## config.mk

```make
export PLATFORM = sky130hd
export DESIGN_NAME = timer8_period_pwm
export DESIGN_NICKNAME = d
export VERILOG_FILES = /design/src/rtl/timer8_pwm_pkg.sv /design/src/rtl/timer8_period_pwm.sv
export SDC_FILE = /design/constraint.sdc
export NUM_CORES = 1
export LEC_CHECK = 0
export BUFFER_PORTS_ARGS = -buffer_cell sky130_fd_sc_hd__buf_2
export CORE_MARGIN = 3
export CORE_UTILIZATION = 59
export DETAILED_ROUTE_END_ITERATION = 16
export PLACE_DENSITY = 0.85
export SYNTH_ARGS = -nofsm -noshare
export SYNTH_HDL_FRONTEND = slang
export SYNTH_SLANG_ARGS = --single-unit
```

## constraint.sdc

```tcl
create_clock -name pclk -period 7.3 [get_ports pclk]
set_clock_uncertainty 0.15 [all_clocks]
set_input_delay 1.46 -clock pclk [delete_from_list [all_inputs] [get_ports pclk]]
set_output_delay 1.46 -clock pclk [all_outputs]
set_load 0.1 [all_outputs]
```

## src/rtl/timer8_pwm_pkg.sv

```systemverilog
// package for the 8-bit period / pwm timer: register map, field layout,
// reset values and the fixed encodings of the control fields.
// assumes an apb slave with 32-bit data, one register per aligned word.
`default_nettype none

package timer8_pwm_pkg;

   // ---------------------------------------------------------------
   // register byte addresses
   // ---------------------------------------------------------------
   localparam int          ADDR_W          = 12;
   localparam logic [11:0] ADDR_CONTROL    = 12'h000;  // source, route, mode
   localparam logic [11:0] ADDR_BOUND      = 12'h004;  // bound value
   localparam logic [11:0] ADDR_SCALE      = 12'h008;  // resolution, prescale, scaler
   localparam logic [11:0] ADDR_COUNT      = 12'h00C;  // live counter

   // ---------------------------------------------------------------
   // field positions
   // ---------------------------------------------------------------
   localparam int CTL_SRC_MSB  = 7;   // clock source select
   localparam int CTL_SRC_LSB  = 4;
   localparam int CTL_OUT_MSB  = 3;   // output pin route
   localparam int CTL_OUT_LSB  = 2;
   localparam int CTL_MODE_BIT = 1;   // 1 = pwm, 0 = period
   localparam int SCL_RES_BIT  = 7;   // 1 = reduced resolution pwm
   localparam int SCL_PRE_MSB  = 6;   // prescaler select
   localparam int SCL_PRE_LSB  = 5;
   localparam int SCL_DIV_MSB  = 4;   // scaler value
   localparam int SCL_DIV_LSB  = 0;

   // ---------------------------------------------------------------
   // reset values
   // ---------------------------------------------------------------
   localparam logic [7:0] CONTROL_RST = 8'h00;
   localparam logic [7:0] BOUND_RST   = 8'h00;
   localparam logic [7:0] SCALE_RST   = 8'h00;
   localparam logic [7:0] COUNT_RST   = 8'h00;

   // ---------------------------------------------------------------
   // encodings
   // ---------------------------------------------------------------
   localparam logic [3:0] SRC_STOP      = 4'h0;  // no clock, timer frozen
   localparam logic [3:0] SRC_SYSCLK    = 4'h1;  // every pclk cycle
   localparam logic [3:0] SRC_EXT_FIRST = 4'h2;  // 2..7: rising edges of ext inputs
   localparam logic [1:0] OUT_NONE      = 2'h0;  // no pin driven
   localparam logic [1:0] OUT_PIN_A     = 2'h1;
   localparam logic [1:0] OUT_PIN_THREE = 2'h2;  // port_pin_three
   localparam logic [1:0] OUT_PIN_C     = 2'h3;
   localparam logic [5:0] PRE_LIM_1     = 6'h00; // last prescale count, /1
   localparam logic [5:0] PRE_LIM_4     = 6'h03;
   localparam logic [5:0] PRE_LIM_16    = 6'h0F;
   localparam logic [5:0] PRE_LIM_64    = 6'h3F;
   localparam logic [7:0] MASK_8BIT     = 8'hFF; // pwm period masks
   localparam logic [7:0] MASK_7BIT     = 8'h7F;
   localparam logic [7:0] MASK_6BIT     = 8'h3F;

endpackage

`default_nettype wire

```

## src/rtl/timer8_period_pwm.sv

```systemverilog
// 8-bit up-counting timer with period (square wave) and pwm modes,
// reached over apb, driving one of three routed output pins.
// assumes pclk at 10 MHz, async active-low presetn, ext sources async.
//
// Design decisions made here: the address map and the APB interface to the registers.
`default_nettype none

module timer8_period_pwm
   import timer8_pwm_pkg::*;
#(
   parameter int N_EXT    = 6,    // external clock source inputs
   parameter bit RES7_OPT = 1'b0  // pwm_resolution_option: 7-bit reduced mode
)
(
   // clock and reset
   input  wire logic                                pclk,
   input  wire logic                                presetn,
   // apb slave
   input  wire logic                                psel,
   input  wire logic                                penable,
   input  wire logic                                pwrite,
   input  wire logic [timer8_pwm_pkg::ADDR_W-1:0]   paddr,
   input  wire logic [31:0]                         pwdata,
   output logic      [31:0]                         prdata,
   output logic                                     pready,
   output logic                                     pslverr,
   // asynchronous clock sources
   input  wire logic [N_EXT-1:0]                    ext_src_in,
   // routed output pins
   output logic                                     pin_a_o,
   output logic                                     pin_a_oe,
   output logic                                     port_pin_three_o,
   output logic                                     port_pin_three_oe,
   output logic                                     pin_c_o,
   output logic                                     pin_c_oe
);
   import timer8_pwm_pkg::*;

   // ---------------------------------------------------------------
   // state
   // ---------------------------------------------------------------
   typedef struct packed {
      logic [7:0]       ctrl;   // timer_control
      logic [7:0]       bound;  // timer_bound
      logic [7:0]       scale;  // timer_scale
      logic [7:0]       cnt;    // timer_count_value
      logic [5:0]       pre;    // prescaler count
      logic [4:0]       scl;    // scaler count
      logic             wave;   // timer waveform before routing
      logic [N_EXT-1:0] s1;     // sync stage 1, read by s2 only
      logic [N_EXT-1:0] s2;     // sync stage 2
      logic [N_EXT-1:0] s3;     // sync stage 3
      logic [N_EXT-1:0] stab;   // last agreed level per source
      logic [2:0]       pin;    // pin levels a, three, c
      logic [2:0]       oe;     // pin enables a, three, c
      logic [31:0]      rdata;  // apb read data
      logic             ready;  // apb pready
      logic             err;    // apb pslverr
   } state_s;

   state_s s_q;   // registered state
   state_s s_d;   // next state

   // ---------------------------------------------------------------
   // decode functions
   // ---------------------------------------------------------------
   // register index 0..3, 4 for an unmapped address
   function automatic logic [2:0] reg_index(input logic [ADDR_W-1:0] a);
      logic [2:0] idx;
      idx = 3'h4;
      case (a)
         ADDR_CONTROL: idx = 3'h0;
         ADDR_BOUND:   idx = 3'h1;
         ADDR_SCALE:   idx = 3'h2;
         ADDR_COUNT:   idx = 3'h3;
         default:      idx = 3'h4;
      endcase
      return idx;
   endfunction

   // last prescaler count for each select code
   function automatic logic [5:0] pre_limit(input logic [1:0] sel);
      logic [5:0] lim;
      lim = PRE_LIM_1;
      case (sel)
         2'h0:    lim = PRE_LIM_1;
         2'h1:    lim = PRE_LIM_4;
         2'h2:    lim = PRE_LIM_16;
         default: lim = PRE_LIM_64;
      endcase
      return lim;
   endfunction

   // pwm counter mask from the resolution bit and the build option
   function automatic logic [7:0] pwm_mask(input logic reduced);
      logic [7:0] m;
      m = MASK_8BIT;
      if (reduced)
      begin
         m = RES7_OPT ? MASK_7BIT : MASK_6BIT;
      end
      return m;
   endfunction

   // ---------------------------------------------------------------
   // tick chain
   // ---------------------------------------------------------------
   logic [N_EXT-1:0] ext_rise;   // agreed rising edge per source
   logic [3:0]       src_sel;    // control clock source field
   logic             src_tick;   // one selected source clock
   logic             pre_tick;   // prescaler output enable
   logic             scl_tick;   // scaled timer clock enable
   logic [7:0]       mask;       // active pwm period mask
   logic             pwm_mode;   // control mode bit
   logic [1:0]       route;      // control route field

   // edge counts only once stages 2 and 3 agree, so a glitch that
   // dies in one cycle never reaches the counter
   assign ext_rise = (s_q.s2 ~^ s_q.s3) & s_q.s3 & ~s_q.stab;
   assign src_sel  = s_q.ctrl[CTL_SRC_MSB:CTL_SRC_LSB];
   assign pwm_mode = s_q.ctrl[CTL_MODE_BIT];
   assign route    = s_q.ctrl[CTL_OUT_MSB:CTL_OUT_LSB];
   assign mask     = pwm_mask(s_q.scale[SCL_RES_BIT]);

   // source select, undefined codes stop the timer
   always_comb
   begin
      src_tick = 1'b0;
      if (src_sel == SRC_SYSCLK)
      begin
         src_tick = 1'b1;
      end
      else if (src_sel >= SRC_EXT_FIRST && (32'(src_sel) - 32'(SRC_EXT_FIRST)) < N_EXT)
      begin
         src_tick = ext_rise[32'(src_sel) - 32'(SRC_EXT_FIRST)];
      end
   end

   // prescaler then scaler, each a one-cycle enable
   assign pre_tick = src_tick && (s_q.pre == pre_limit(s_q.scale[SCL_PRE_MSB:SCL_PRE_LSB]));
   assign scl_tick = pre_tick && (s_q.scl == s_q.scale[SCL_DIV_MSB:SCL_DIV_LSB]);

   // ---------------------------------------------------------------
   // apb decode
   // ---------------------------------------------------------------
   logic       apb_setup;  // first cycle of a transfer
   logic       apb_done;   // completing edge of a transfer
   logic [2:0] idx;        // decoded register
   logic       wr_ok;      // mapped write completing now
   logic [7:0] cnt_inc;    // counter plus one, period mode
   logic [7:0] cnt_wrap;   // masked counter plus one, pwm mode

   assign apb_setup = psel && !penable;
   assign apb_done  = psel && penable && s_q.ready;
   assign idx       = reg_index(paddr);
   assign wr_ok     = apb_done && pwrite && !s_q.err;
   assign cnt_inc   = 8'(s_q.cnt + 8'h01);
   assign cnt_wrap  = cnt_inc & mask;

   // ---------------------------------------------------------------
   // next state
   // ---------------------------------------------------------------
   always_comb
   begin
      s_d = s_q;

      // three-stage synchroniser and agreed level
      s_d.s1 = ext_src_in;
      s_d.s2 = s_q.s1;
      s_d.s3 = s_q.s2;
      for (int i = 0; i < N_EXT; i++)
      begin
         if (s_q.s2[i] == s_q.s3[i])
         begin
            s_d.stab[i] = s_q.s3[i];
         end
      end

      // prescaler and scaler counts
      if (src_tick)
      begin
         s_d.pre = pre_tick ? 6'h00 : 6'(s_q.pre + 6'h01);
      end
      if (pre_tick)
      begin
         s_d.scl = scl_tick ? 5'h00 : 5'(s_q.scl + 5'h01);
      end

      // timer counter; a software write beats a same-cycle tick
      if (wr_ok && idx == 3'h3)
      begin
         s_d.cnt = pwdata[7:0];
      end
      else if (scl_tick)
      begin
         if (!pwm_mode)
         begin
            // bound compared as unsigned K; half period is K+1 ticks
            if (s_q.cnt == s_q.bound)
            begin
               s_d.cnt  = 8'h00;
               s_d.wave = ~s_q.wave;
            end
            else
            begin
               s_d.cnt = cnt_inc;
            end
         end
         else
         begin
            // pwm wraps at 256, 128 or 64; high for counts 0..bound,
            // so a bound at or over the mask keeps the pin high
            s_d.cnt  = cnt_wrap;
            s_d.wave = (cnt_wrap <= s_q.bound);
         end
      end

      // register writes, reserved control bit 0 not stored
      if (wr_ok)
      begin
         case (idx)
            3'h0:    s_d.ctrl  = {pwdata[7:1], 1'b0};
            3'h1:    s_d.bound = pwdata[7:0];
            3'h2:    s_d.scale = pwdata[7:0];
            default: s_d.ctrl  = s_d.ctrl;
         endcase
      end

      // output routing, unselected pins are released
      for (int p = 0; p < 3; p++)
      begin
         s_d.oe[p]  = (route == 2'(p + 1));
         s_d.pin[p] = s_q.wave && (route == 2'(p + 1));
      end

      // apb: ready one cycle after setup, data captured at setup
      if (apb_setup)
      begin
         s_d.ready = 1'b1;
         s_d.err   = (idx == 3'h4);
         case (idx)
            3'h0:    s_d.rdata = {24'h000000, s_q.ctrl};
            3'h1:    s_d.rdata = {24'h000000, s_q.bound};
            3'h2:    s_d.rdata = {24'h000000, s_q.scale};
            3'h3:    s_d.rdata = {24'h000000, s_q.cnt};
            default: s_d.rdata = 32'h00000000;
         endcase
      end
      else if (apb_done)
      begin
         s_d.ready = 1'b0;
         s_d.err   = 1'b0;
      end
   end

   // ---------------------------------------------------------------
   // state register
   // ---------------------------------------------------------------
   // all control state starts from constants
   always_ff @(posedge pclk or negedge presetn)
   begin
      if (!presetn)
      begin
         s_q       <= '0;
         s_q.ctrl  <= CONTROL_RST;
         s_q.bound <= BOUND_RST;
         s_q.scale <= SCALE_RST;
         s_q.cnt   <= COUNT_RST;
      end
      else
      begin
         s_q <= s_d;
      end
   end

   // outputs straight from flops
   assign prdata            = s_q.rdata;
   assign pready            = s_q.ready;
   assign pslverr           = s_q.err;
   assign pin_a_o           = s_q.pin[0];
   assign pin_a_oe          = s_q.oe[0];
   assign port_pin_three_o  = s_q.pin[1];
   assign port_pin_three_oe = s_q.oe[1];
   assign pin_c_o           = s_q.pin[2];
   assign pin_c_oe          = s_q.oe[2];

   logic cnt_wr;  // software counter write completing
   assign cnt_wr = wr_ok && idx == 3'h3;
endmodule

`default_nettype wire

```

# Word level (Yosys, flattened, before mapping)

Cells that the tools add are included.

Register bits: 107
Input bits: 55
Logic and storage cells: 100
Output and inout port bits: 40

Reduce and logical (&&, ||, !) cells: 24
Bitwise gates (word level): 7
$lt $le $gt $ge: 4
Multiplexer cells: 18
Add/subtract/negate cells: 4
Equality and inequality tests: 22

Operators by type and width:

| kind                  | count |
|---|---|
| $mux W8               | 5 |
| $lt A32 B3 Y1 const B | 1 |
| $lt A32 B4 Y1 const B | 1 |
| $pmux W8 S4           | 1 |
| $eq A12 B4 Y1 const B | 2 |
| $pmux W6 S3           | 1 |
| $and A6 B6 Y6         | 2 |
| $eq A12 B3 Y1 const B | 1 |
| $logic_and A1 B1 Y1   | 12 |
| $logic_not A12 Y1     | 1 |
| $pmux W3 S4           | 1 |
| $add A8 B1 Y8 const B | 1 |
| $and A8 B8 Y8         | 1 |
| $eq A8 B8 Y1          | 1 |
| $le A8 B8 Y1          | 1 |
| $add A6 B1 Y6 const B | 1 |
| $eq A1 B1 Y1          | 6 |
| $eq A2 B2 Y1 const B  | 3 |
| $eq A3 B2 Y1 const B  | 2 |
| $eq A6 B6 Y1          | 1 |
| $mux W6               | 1 |
| $not A6 Y6            | 1 |
| $reduce_and A2 Y1     | 3 |
| $reduce_bool A2 Y1    | 3 |
| 18 further kinds      | 26 |

# Longest topological paths before layout

Gate-level depths: netlist (run 1).

Depth in word-level cells: 11
Depth in mapped cells: 11
Depth with buffers taken out: 11

# Worst setup path before layout (run 1)

Ideal clock, no wire load.

Path kind: input to register
Start point: input port paddr[1] in the netlist's numbering
End point: register s_q[84] in the netlist's numbering
Arrival: 2.808 ns
Path slack: 4.217 ns
Stages: 5
Buffers on the path: 0
Path through: nor4_2 and3_1 nand2_1 nor3b_4 mux2_2

Word-level cells in the longest chain between the ends: 4

Ends and longest elaborated chain:

| item                                  | line                     | RTL |
|---|---|---|
| start, declared                       | timer8_period_pwm.sv:22  | `input wire logic [timer8_pwm_pkg::ADDR_W-1:0] paddr,` |
| $eq A12 B4 Y1 (tied with other cells) | timer8_period_pwm.sv:71  | `case (a)` |
| $pmux W3 S4 (*)                       | timer8_period_pwm.sv:71  |  |
| $eq A3 B2 Y1 (*)                      | timer8_period_pwm.sv:221 | `case (idx)` |
| $reduce_and A2 Y1 (no line) (*)       | n/a                      |  |
| end, declared                         | timer8_period_pwm.sv:61  | `state_s s_q;` |

Mark *: on every way between the ends. The rest lies on a longest branch, timed or not.
A chain may end at the register's enable or synchronous reset.

# Final worst setup path (run 1)

Start point: input port paddr[1] in the netlist's numbering
End point: register s_q[83] in the netlist's numbering

Word-level cells in the longest chain between the ends: 5

Ends and longest elaborated chain:

| item                                                 | line                     | RTL |
|---|---|---|
| $eq A12 B4 Y1 (tied with other cells)                | timer8_period_pwm.sv:71  |  |
| $pmux W3 S4 (*)                                      | timer8_period_pwm.sv:71  |  |
| $eq A3 B2 Y1 (*)                                     | timer8_period_pwm.sv:190 | `if (wr_ok && idx == 3'h3)` |
| $logic_and A1 B1 Y1 (*)                              | n/a                      |  |
| $mux W8 / $reduce_bool A2 Y1 (equally long branches) | n/a                      |  |

Marks and branches as above.

==> out/results.tsv, run 1 <==
stage	metric	value	unit
layout	most common cell after layout, fill and taps aside	dfrtp_1	
cts	Root Buffer	clkbuf_8	
drt	Vias	3314	
logic_synthesis	Mapped Area	4520	um2
timing	Tcrit/Tclk final	47.7	%
die	Core ar.	7330	um2
layout	footprint of the multi-input gates	2160	um2
timing	endpoints failing setup	0	
critical_path	Critical Path AT	3.56	ns
drt	Vias/cell	5.89	
placement	detailed placer's ending HPWL	6.61	mm
die	die width	93.5	um
die	I/O pin count	95	
cts	# hold bufs at CTS	0	
die	row count	31	
logic_synthesis	Yosys top cell area share	46.0	%
logic_synthesis	Synth cell types	61	
placement	gpl congestion	0.931	
global_route	first-pass GRT wire length	15.1	mm
cts	CTS max path bufs	2	
cts	htree depth	3	
logic_synthesis	Yosys top cell by area	dfrtp_1	
critical_path	type of origin of the critical path	input port	
cts	CTS buffer count	9	
timing	final worst path period need	3.48	ns
critical_path	critical path data required time	7.38	ns
timing	total negative slack	0	ns
global_route	vias in the first global route	3098	
layout	layout cells sized above 1	22.6	%
drt	number of remaining DRC errors	0	
cts	CTS tree	done	
global_route	initial antenna violation count	0	
logic_synthesis	Synth Instances	423	
critical_path	CP endpoint kind	flop	
cts	Post-CTS Repair Setup Buffers	0	
logic_synthesis	YS warnings	0	
layout	Layout area overhead	7.62	%
timing	fmax	0.287	GHz
critical_path	Setup CP Type	in -> reg	
global_route	remaining global-route overflow	0	
layout	final non-filler cell total	563	
logic_synthesis	synth top area cells	dfrtp_1, ha_1, buf_4	
placement	worst slack, placed	3.48	ns
min_path	Hold Crit Class	reg -> reg	
logic_synthesis	prevailing post-synth register cell	dfrtp_1	
pwr	VDD IR-drop max	0.105	mV
critical_path	Critical Path Fanout Max	14	
pwr	leakage power	2.32	nW
cts	insertion delay to the later sink of the worst-skew pair	0.36	ns
layout	filler instances	558	
run	max cap viols	0	
cts	CTS Sinks	83	
logic_synthesis	synthesized flop and latch total	83	
logic_synthesis	EDFF count, synth	0	
timing	final hold violations	0	
logic_synthesis	register area share after synthesis	46.0	%
drt	Routed WL	9.22	mm
placement	placed insts	547	
global_route	gr usage total	22.4	%
die	die area	8740	um2
placement	buffers added on ports	46	
logic_synthesis	fraction of registers with async set/reset	100	%
drt	Iter 0 DRT Violations	282	
timing	Slew Limit Headroom	32.7	%
die	Initial Util	61.6	%
drt	First-pass DRT Iterations	5	
cts	Post-CTS Resized	0	
die	Die Y	93.5	um
layout	FF+latch area	2080	um2
global_route	largest net degree at the start of global routing	84	
layout	Layout Nets	534	
timing	RSZ-0062 raised after global routing	no	
cts	Reg clk slew, reported paths	0.08	ns
drt	Final ANT Viol Nets	0	
timing	Worst-Margin Slew	1.01	ns
pwr	PwrDens	192	nW/um2
logic_synthesis	Avg Cell Area, Syn	10.7	um2
layout	most frequent cells in the layout	dfrtp_1, nand2_1, buf_2	
layout	ant diodes	0	
timing	final setup margin	3.82	ns
timing	Slew Viols, Final	0	
drt	per-cell routed wire length	16.4	um
status	status	finished clean	
-- cells in the mapped netlist (4+ instances only) --
library cell / count
a21oi_1: 4
and2_1: 4
buf_2: 7
buf_4: 33
dfrtp_1: 83
ha_1: 20
inv_1: 14
mux2_2: 20
mux4_2: 6
nand2_1: 54
nand3_1: 20
nand4_1: 10
nor2_1: 16
nor2b_1: 5
nor3_1: 6
o21ai_0: 32
or3_1: 4
xnor2_1: 11
xor2_1: 6
-- flip-flops by register name, indices dropped and copies added, names as in the netlist --
register and cells:
pready 1, route 2, pin_a_oe 1, port_pin_three_o 1, prdata 8, port_pin_three_oe 1, s_q 52, pin_c_oe 1
pin_c_o 1, pwm_mode 1, s_d 12, pslverr 1, pin_a_o 1
-- power by group --
part	leakage [nW]	switching (mW)	total (mW)	internal, mW
combinational	1.17	0.0893	0.109	0.0198
clock	0.109	0.176	0.347	0.172
sequential	1.04	0.00599	0.477	0.471
-- cell type report --
type | count | area share (%)
Timing Repair Buffer | 47 | 4.94
Inverter | 14 | 1.08
Clock buffer | 10 | 2.83
Sequential cell | 83 | 42.7
Tap cell | 99 | 2.55
Clock inverter | 6 | 1.49
Multi-Input combinational cell | 304 | 44.4
-- per-stage QoR --
stage               utilization (%)  hold slack (ns)  power, mW  instance area, um2
CTS                            66.3            0.207      0.939                4860
finish                         66.3            0.204      0.933                4860
global placement               63.4            0.182      0.592                4650
global route                   66.3            0.218      0.969                4860
detailed placement             63.4            0.186      0.596                4650
floorplan                         -            0.181      0.579                4600
-- worst max-delay path, stage by stage --
cell,delay (ns)
buf_2,0.10
nor4_2,0.30
and3_1,0.42
and4_1,0.65
a41oi_1,0.27
o21ai_1,0.24
o211ai_1,0.11
-- routing by layer --
metal  vias to the layer above  global-route usage [%]  routed length (um)
met5                         -                       0                   0
li1                       1527                       -                   -
met2                       156                    34.7                4360
met3                        18                    5.39                 705
met1                      1613                    31.3                4020
met4                         0                    7.20                 131
-- kinds of logic after synthesis --
| kind of cell | after synthesis | synth area share [%] |
|---|---|---|
| XOR/XNOR | 17 | 3.30 |
| flip-flops | 83 | 46.0 |
| adder cells (fa/ha/maj) | 20 | 5.54 |
| multiplexers | 29 | 9.00 |
| other | 1 | 0.0830 |
| AO/OA/AOI/OAI | 70 | 10.8 |
| buffers and inverters | 59 | 8.17 |
| AND/OR/NAND/NOR | 144 | 17.1 |
-- worst paths after layout --
kind,startpoint,end,slack [ns],cells past startpoint
max,paddr[1],s_q[83]$_DFFE_PN0P_,3.82,7
min,s_d[55]$_DFF_PN0_,s_d[49]$_DFF_PN0_,0.20,0
max reg2reg,s_q[78]$_DFFE_PN0P_,s_q[64]$_DFFE_PN0P_,4.13,10
min reg2reg,s_d[55]$_DFF_PN0_,s_d[49]$_DFF_PN0_,0.20,0
max in group asynchronous,presetn,s_q[104]$_DFFE_PN0P_,5.23,1
min in group asynchronous,presetn,pin_a_o$_DFF_PN0_,1.11,1
No activity file was read; power rests on OpenSTA's default activity.
==> run 2, diff against run 1 <==
--- a/config.mk
+++ b/config.mk
@@ -7,9 +7,9 @@
 export LEC_CHECK = 0
 export BUFFER_PORTS_ARGS = -buffer_cell sky130_fd_sc_hd__buf_2
 export CORE_MARGIN = 3
-export CORE_UTILIZATION = 59
+export CORE_UTILIZATION = 50
 export DETAILED_ROUTE_END_ITERATION = 16
-export PLACE_DENSITY = 0.85
+export PLACE_DENSITY = 0.77
 export SYNTH_ARGS = -nofsm -noshare
 export SYNTH_HDL_FRONTEND = slang
 export SYNTH_SLANG_ARGS = --single-unit
==> constraint.sdc (replaced) <==
create_clock -name pclk -period 3 [get_ports pclk]
set_clock_uncertainty 0.15 [all_clocks]
set_input_delay 0.6 -clock pclk [delete_from_list [all_inputs] [get_ports pclk]]
set_output_delay 0.6 -clock pclk [all_outputs]
set_load 0.1 [all_outputs]
==> run 2 against run 1 <==
Compared with the run above: combinational power increased by 140%; setup slack got worse by 3.5 ns; die area increased by 17%; via count decreased by 2.3%; count of clock-buffer cells in the layout unchanged; sequential power increased by 140%; core utilization decreased by 10 points; final cell count increased by 2.5%; global-route usage decreased by 3.5 points; flip-flop and latch count unchanged.
==> out/results.tsv, run 2 (synthesis results as in run 1) <==
stage	metric	value	unit	change
status	status	finished clean		unchanged
drt	number of remaining DRC errors	0		unchanged
critical_path	R2R cell count	9		was 10
pwr	sequential share of power	51.1	%	about the same
critical_path	R2R Path Start	s_q[76]$_DFFE_PN0P_		was s_q[78]$_DFFE_PN0P_
die	Initial Util	51.5	%	was 61.6%
placement	Placed Area	4700	um2	was 4650 um2
global_route	gr usage total	19.0	%	was 22.4%
die	Die Y	101	um	was 93.5 um
min_path	Hold Crit Class	in -> reg		was reg -> reg
drt	Iter 0 DRT Violations	241		was 282
critical_path	crit path from	s_q[76]$_DFFE_PN0P_		was paddr[1]
pwr	switching share of power	29.0	%	about the same
cts	htree depth	3		unchanged
critical_path	type of origin of the critical path	flop		was input port
critical_path	Critical Path, Cell by Cell	and3_1 > nand3_1 > or3_1 > a21oi_1 > ha_1 > nand4_1 > o21ai_0 > o41a_1 > nor3b_1		was buf_2 > nor4_2 > and3_1 > and4_1 > a41oi_1 > o21ai_1 > o211ai_1
critical_path	worst r2r dst	s_q[64]$_DFFE_PN0P_		unchanged
layout	ant diodes	0		unchanged
cts	Post-CTS Resized	0		unchanged
cts	CTS tree	done		unchanged
timing	final worst path period need	2.67	ns	
pwr	Internal	1.61	mW	was 662 uW
timing	fmax	0.374	GHz	
cts	CTS Sinks	83		unchanged
timing	RSZ-0062 raised after global routing	no		unchanged
layout	max reg flops	52		unchanged
global_route	initial antenna violation count	0		unchanged
die	die width	101	um	was 93.5 um
layout	Layout Nets	539		was 534
cts	Root Buffer	clkbuf_8		unchanged
drt	Final ANT Viol Nets	0		unchanged
layout	Layout area overhead	8.70	%	was 7.62%
critical_path	critical path data required time	3.11	ns	was 7.38 ns
cts	CTS max path bufs	2		unchanged
layout	final instance area	4910	um2	was 4860 um2
global_route	vias in the first global route	3068		was 3098
pwr	Comb pwr share	11.7	%	about the same
pwr	leakage power	2.35	nW	was 2.32 nW
layout	layout cells sized above 1	23.5	%	was 22.6%
die	row count	34		was 31
global_route	first-pass GRT wire length	15.0	mm	was 15.1 mm
layout	Largest Register	s_q		unchanged
cts	CTS buffer count	9		unchanged
layout	final non-filler cell total	577		was 563
cts	Post-CTS Repair Setup Buffers	0		unchanged
timing	hold slack	0.178	ns	was 0.204 ns
timing	Worst-Margin Slew	1.01	ns	about the same
timing	Slew Viols, Final	0		unchanged
drt	Routed WL	9.05	mm	was 9.22 mm
run	max cap viols	0		unchanged
cts	Reg clk slew, reported paths	0.09	ns	was 0.08 ns
critical_path	Critical Path Fanout Max	6		was 14
drt	Vias	3237		was 3314
layout	most frequent cells in the layout	dfrtp_1, nand2_1, buf_2		unchanged
drt	Vias/cell	5.61		was 5.89
cts	insertion delay to the later sink of the worst-skew pair	0.37	ns	was 0.36 ns
critical_path	Critical Path Sink	s_q[64]$_DFFE_PN0P_		was s_q[83]$_DFFE_PN0P_
timing	total negative slack	0	ns	unchanged
pwr	VDD IR-drop max	0.219	mV	was 0.105 mV
pwr	NetSw	658	uW	was 271 uW
drt	First-pass DRT Iterations	4		was 5
placement	detailed placer's ending HPWL	6.61	mm	about the same
cts	# hold bufs at CTS	0		unchanged
critical_path	Critical Path AT	2.78	ns	was 3.56 ns
placement	buffers added on ports	46		unchanged
timing	Tcrit/Tclk final	89.2	%	
pwr	clock share of power	37.2	%	about the same
placement	gpl congestion	0.938		was 0.931
layout	filler instances	755		was 558
global_route	remaining global-route overflow	0		unchanged
die	I/O pin count	95		unchanged
timing	Slew Limit Headroom	32.9	%	was 32.7%
drt	per-cell routed wire length	15.7	um	was 16.4 um
timing	endpoints failing setup	0		unchanged
critical_path	Setup CP Type	reg -> reg		was in -> reg
global_route	largest net degree at the start of global routing	84		unchanged
placement	placed insts	561		was 547
critical_path	Reg2Reg Setup Slack	0.33	ns	was 4.13 ns
layout	most common cell after layout, fill and taps aside	dfrtp_1		unchanged
die	Core ar.	8760	um2	was 7330 um2
critical_path	CP max stage cell	dfrtp_1		was and4_1
die	die area	10200	um2	was 8740 um2
critical_path	max incr delay on CP	0.44	ns	was 0.65 ns
timing	final hold violations	0		unchanged
critical_path	CP endpoint kind	flop		unchanged
pwr	PwrDens	462	nW/um2	was 192 nW/um2
run 2: cell types whose count changed in the layout (fill, tap and decap cells not counted), sizes merged:
cell	delta
buf	+5
run 2: power groups by stage:
stage                     registers [mW]  clock network, mW  logic, mW
after CTS                           1.16              0.855      0.267
final                               1.16              0.845      0.264
after detailed placement            1.18                  0      0.266
after floorplan                     1.20                  0      0.209
after global routing                1.16              0.901      0.283
after global placement              1.18                  0      0.263
run 2: worst min path at each step:
stage | cells past startpoint | start | endpoint | slack [ns]
final | 1 | ext_src_in[2] | s_d[54]$_DFF_PN0_ | 0.18
after global routing | 1 | ext_src_in[3] | s_d[55]$_DFF_PN0_ | 0.17
after CTS | 1 | ext_src_in[3] | s_d[55]$_DFF_PN0_ | 0.17
after detailed placement | 0 | s_d[55]$_DFF_PN0_ | s_d[49]$_DFF_PN0_ | 0.18
after global placement | 0 | s_d[57]$_DFF_PN0_ | s_d[51]$_DFF_PN0_ | 0.18
after floorplan | 0 | presetn | pin_a_o$_DFF_PN0_ | 0.15
run 2: worst max-delay path, delay by kind of cell (launching register included):
family,cells,cell delay [ns]
AOI/OAI and AO/OA,3,0.66
adders and majority gates,1,0.27
DFF,1,0.44
and+or+nand+nor,5,1.05
run 2: routing by layer:
| layer | wire length [um] | global-route usage, % |
|---|---|---|
| met5 | 0 | 0 |
| met4 | 206 | 8.59 |
| met3 | 523 | 2.84 |
| met1 | 4060 | 25.7 |
| met2 | 4250 | 30.1 |
run 2: cell type report:
class	instances	area [um2]	area share, %
multi-input cells	304	2160	43.9
well taps	108	135	2.75
clock buffers	10	138	2.80
inverters	14	52.6	1.07
clock inverters	6	72.6	1.48
repair buffers	52	278	5.66
flip-flops and latches	83	2080	42.3
run 2: per-stage QoR:
| stage | setup WS, ns | power (mW) | utilization (%) |
|---|---|---|---|
| after detailed placement | 0.387 | 1.45 | 53.6 |
| after global routing | 0.163 | 2.35 | 56.0 |
| after CTS | 0.344 | 2.28 | 56.0 |
| final | 0.325 | 2.27 | 56.0 |
| after floorplan | 0.430 | 1.41 | - |
| after global placement | 0.371 | 1.44 | 53.6 |
==> run 3, diff against run 2 <==
--- a/config.mk
+++ b/config.mk
@@ -5,11 +5,12 @@
 export SDC_FILE = /design/constraint.sdc
 export NUM_CORES = 1
 export LEC_CHECK = 0
-export BUFFER_PORTS_ARGS = -buffer_cell sky130_fd_sc_hd__buf_2
 export CORE_MARGIN = 3
-export CORE_UTILIZATION = 50
+export CORE_UTILIZATION = 60
+export CTS_CLUSTER_DIAMETER = 150
 export DETAILED_ROUTE_END_ITERATION = 16
-export PLACE_DENSITY = 0.77
+export DONT_BUFFER_PORTS = 1
+export PLACE_DENSITY = 0.76
 export SYNTH_ARGS = -nofsm -noshare
 export SYNTH_HDL_FRONTEND = slang
 export SYNTH_SLANG_ARGS = --single-unit
==> constraint.sdc (replaced) <==
create_clock -name pclk -period 2.9 [get_ports pclk]
set_clock_uncertainty 0.15 [all_clocks]
set_input_delay 0.58 -clock pclk [delete_from_list [all_inputs] [get_ports pclk]]
set_output_delay 0.58 -clock pclk [all_outputs]
set_load 0.1 [all_outputs]
==> run 3 against run 2 <==
Compared with the run above: combinational power is 6% lower; worst hold slack worse by 0.097 ns; flip-flop and latch count stayed put; clock power is 3.6% higher; non-clock buffer count is 41 lower; count of clock-buffer cells in the layout stayed put; register-to-register slack worse by 0.19 ns; sequential power is 3% higher; critical path depth is 1 higher; total power is 2.4% higher; global-route usage is 4.0 points higher; core utilization is 8.9 points higher; largest cell class unchanged; largest power group unchanged; highest routed layer unchanged.
==> out/results.tsv, run 3 (synthesis results as in run 1) <==
stage	metric	value	unit	change
global_route	GRT met3 Usage	5.69	%	was 2.84%
die	Core ar.	7290	um2	was 8760 um2
drt	Routed WL	9.46	mm	was 9.05 mm
global_route	GR met2 Demand/Resource	35.5	%	was 30.1%
die	row count	31		was 34
critical_path	Critical Path AT	2.89	ns	was 2.78 ns
critical_path	CP endpoint kind	flop		unchanged
layout	footprint of the multi-input gates	2170	um2	was 2160 um2
cts	Reg clk slew, reported paths	0.09	ns	about the same
global_route	GRT busiest layer	met2		unchanged
cts	CTS buffer count	9		unchanged
timing	hold slack	0.0810	ns	was 0.178 ns
critical_path	Setup CP Type	reg -> reg		unchanged
critical_path	R2R cell count	10		was 9
timing	Slew Limit Headroom	39.1	%	was 32.9%
die	Die Y	92.8	um	was 101 um
min_path	Hold Crit Class	in -> reg		unchanged
drt	First-pass DRT Iterations	5		was 4
placement	placed insts	509		was 561
cts	htree depth	3		unchanged
status	status	finished clean		unchanged
timing	final hold violations	0		unchanged
layout	post-layout util	64.9	%	was 56.0%
layout	Largest Register	s_q		unchanged
cts	CTS tree	done		unchanged
layout	Layout area overhead	4.85	%	was 8.70%
critical_path	critical path data required time	3.02	ns	was 3.11 ns
placement	detailed placer's ending HPWL	6.66	mm	was 6.61 mm
layout	most common cell after layout, fill and taps aside	dfrtp_1		unchanged
cts	Root Buffer	clkbuf_8		unchanged
critical_path	critical path depth in cells	10		was 9
placement	buffers added on ports	0		was 46
min_path	Hold Path Cell Cnt	0		was 1
critical_path	Critical Path Fanout Max	5		was 6
critical_path	type of origin of the critical path	flop		unchanged
drt	Vias	3178		was 3237
cts	CTS max path bufs	2		unchanged
drt	number of remaining DRC errors	0		unchanged
global_route	first-pass GRT wire length	15.2	mm	was 15.0 mm
die	die area	8610	um2	was 10200 um2
layout	filler instances	605		was 755
placement	gpl congestion	0.928		was 0.938
timing	Tcrit/Tclk final	95.3	%	was 89.2%
pwr	PwrDens	490	nW/um2	was 462 nW/um2
die	die width	92.8	um	was 101 um
critical_path	max incr delay on CP	0.44	ns	about the same
pwr	VDD IR-drop max	0.260	mV	was 0.219 mV
cts	Post-CTS Repair Setup Buffers	0		unchanged
layout	FF+latch area	2080	um2	about the same
drt	per-cell routed wire length	18.0	um	was 15.7 um
drt	Final ANT Viol Nets	0		unchanged
layout	most frequent cells in the layout	dfrtp_1, nand2_1, o21ai_0		was dfrtp_1, nand2_1, buf_2
critical_path	CP delay by family, top	simple AND/OR/NAND/NOR gates		unchanged
cts	insertion delay to the later sink of the worst-skew pair	0.37	ns	about the same
die	I/O pin count	95		unchanged
pwr	leakage power	2.17	nW	was 2.35 nW
global_route	initial antenna violation count	0		unchanged
drt	Iter 0 DRT Violations	305		was 241
global_route	vias in the first global route	2978		was 3068
layout	layout cells sized above 1	16.6	%	was 23.5%
timing	fmax	0.362	GHz	was 0.374 GHz
cts	CTS Sinks	83		unchanged
global_route	met1 Track Usage GR	31.5	%	was 25.7%
critical_path	CP bufs+invs	0		unchanged
die	Initial Util	61.9	%	was 51.5%
timing	final worst path period need	2.76	ns	was 2.67 ns
global_route	gr usage total	22.9	%	was 19.0%
drt	Vias/cell	6.03		was 5.61
timing	endpoints failing setup	0		unchanged
layout	ant diodes	0		unchanged
critical_path	Critical Path, Cell by Cell	and3_4 > nand3_1 > or3_1 > a21oi_2 > ha_1 > nand4_1 > a21oi_1 > a211oi_1 > o41a_1 > nor3b_1		was and3_1 > nand3_1 > or3_1 > a21oi_1 > ha_1 > nand4_1 > o21ai_0 > o41a_1 > nor3b_1
pwr	Final Power	2.32	mW	was 2.27 mW
timing	Slew Viols, Final	0		unchanged
layout	Layout Nets	498		was 539
global_route	largest net degree at the start of global routing	84		unchanged
timing	Worst-Margin Slew	0.914	ns	was 1.01 ns
run	max cap viols	0		unchanged
critical_path	CP max stage cell	or3_1		was dfrtp_1
global_route	remaining global-route overflow	0		unchanged
layout	max reg flops	52		unchanged
layout	final non-filler cell total	527		was 577
-- run 3: cell count changes in the layout (fill, tap and decap cells not counted), sizes merged --
cell / previous run / this run
buf: 52 / 10
dlygate4sd3: 0 / 1
-- run 3: worst paths after layout --
check                                     from                  end  slack (ns)
setup / recovery           s_q[77]$_DFFE_PN0P_  s_q[64]$_DFFE_PN0P_        0.14
hold / removal                   ext_src_in[1]    s_d[53]$_DFF_PN0_        0.08
setup reg to reg           s_q[77]$_DFFE_PN0P_  s_q[64]$_DFFE_PN0P_        0.14
hold reg to reg              s_d[55]$_DFF_PN0_    s_d[49]$_DFF_PN0_        0.21
max in group asynchronous              presetn  s_q[76]$_DFFE_PN0P_        1.64
min in group asynchronous              presetn    pin_c_o$_DFF_PN0_        0.64
-- run 3: layout make-up --
type / count / share of cell area [%]
Tap cell: 99 / 2.62
Clock buffer: 10 / 2.91
Inverter: 14 / 1.11
Clock inverter: 6 / 1.53
Sequential cell: 83 / 43.9
Timing Repair Buffer: 11 / 2.22
Multi-Input combinational cell: 304 / 45.7
-- run 3: what timing repair did --
item | 4_1_cts | 5_1_grt
setup endpoints to repair | 0 | 1
hold endpoints to repair | 83 | 0
gates resized for setup | 0 | 4
hold buffers | 2 | 0
-- run 3: per-layer routing --
metal	vias to the layer above	share of wire (%)
li1	1458	-
met1	1567	43
met2	142	48
met3	11	8.2
met4	0	1.5
met5	-	0
-- run 3: worst register-to-register path: cells and delay by family, from the launching register on --
| family | cells | cell delay [ns] |
|---|---|---|
| and+or+nand+nor | 5 | 1.10 |
| AOI/OAI and AO/OA | 4 | 0.71 |
| DFF | 1 | 0.43 |
| adders and majority gates | 1 | 0.27 |
-- run 3: per-stage QoR --
| stage | TNS [ns] | setup WS (ns) | area [um2] |
|---|---|---|---|
| after floorplan | 0 | 0.330 | 4600 |
| after global placement | 0 | 0.262 | 4480 |
| after detailed placement | 0 | 0.179 | 4480 |
| after CTS | 0 | 0.0876 | 4730 |
| after global routing | -0.00463 | -0.00463 | 4740 |
| final | 0 | 0.137 | 4740 |
-- run 3: where the power goes --
part	switching [mW]	internal, mW
clock	0.444	0.432
combinational	0.205	0.0419
sequential	0.0148	1.18
total	0.664	1.66
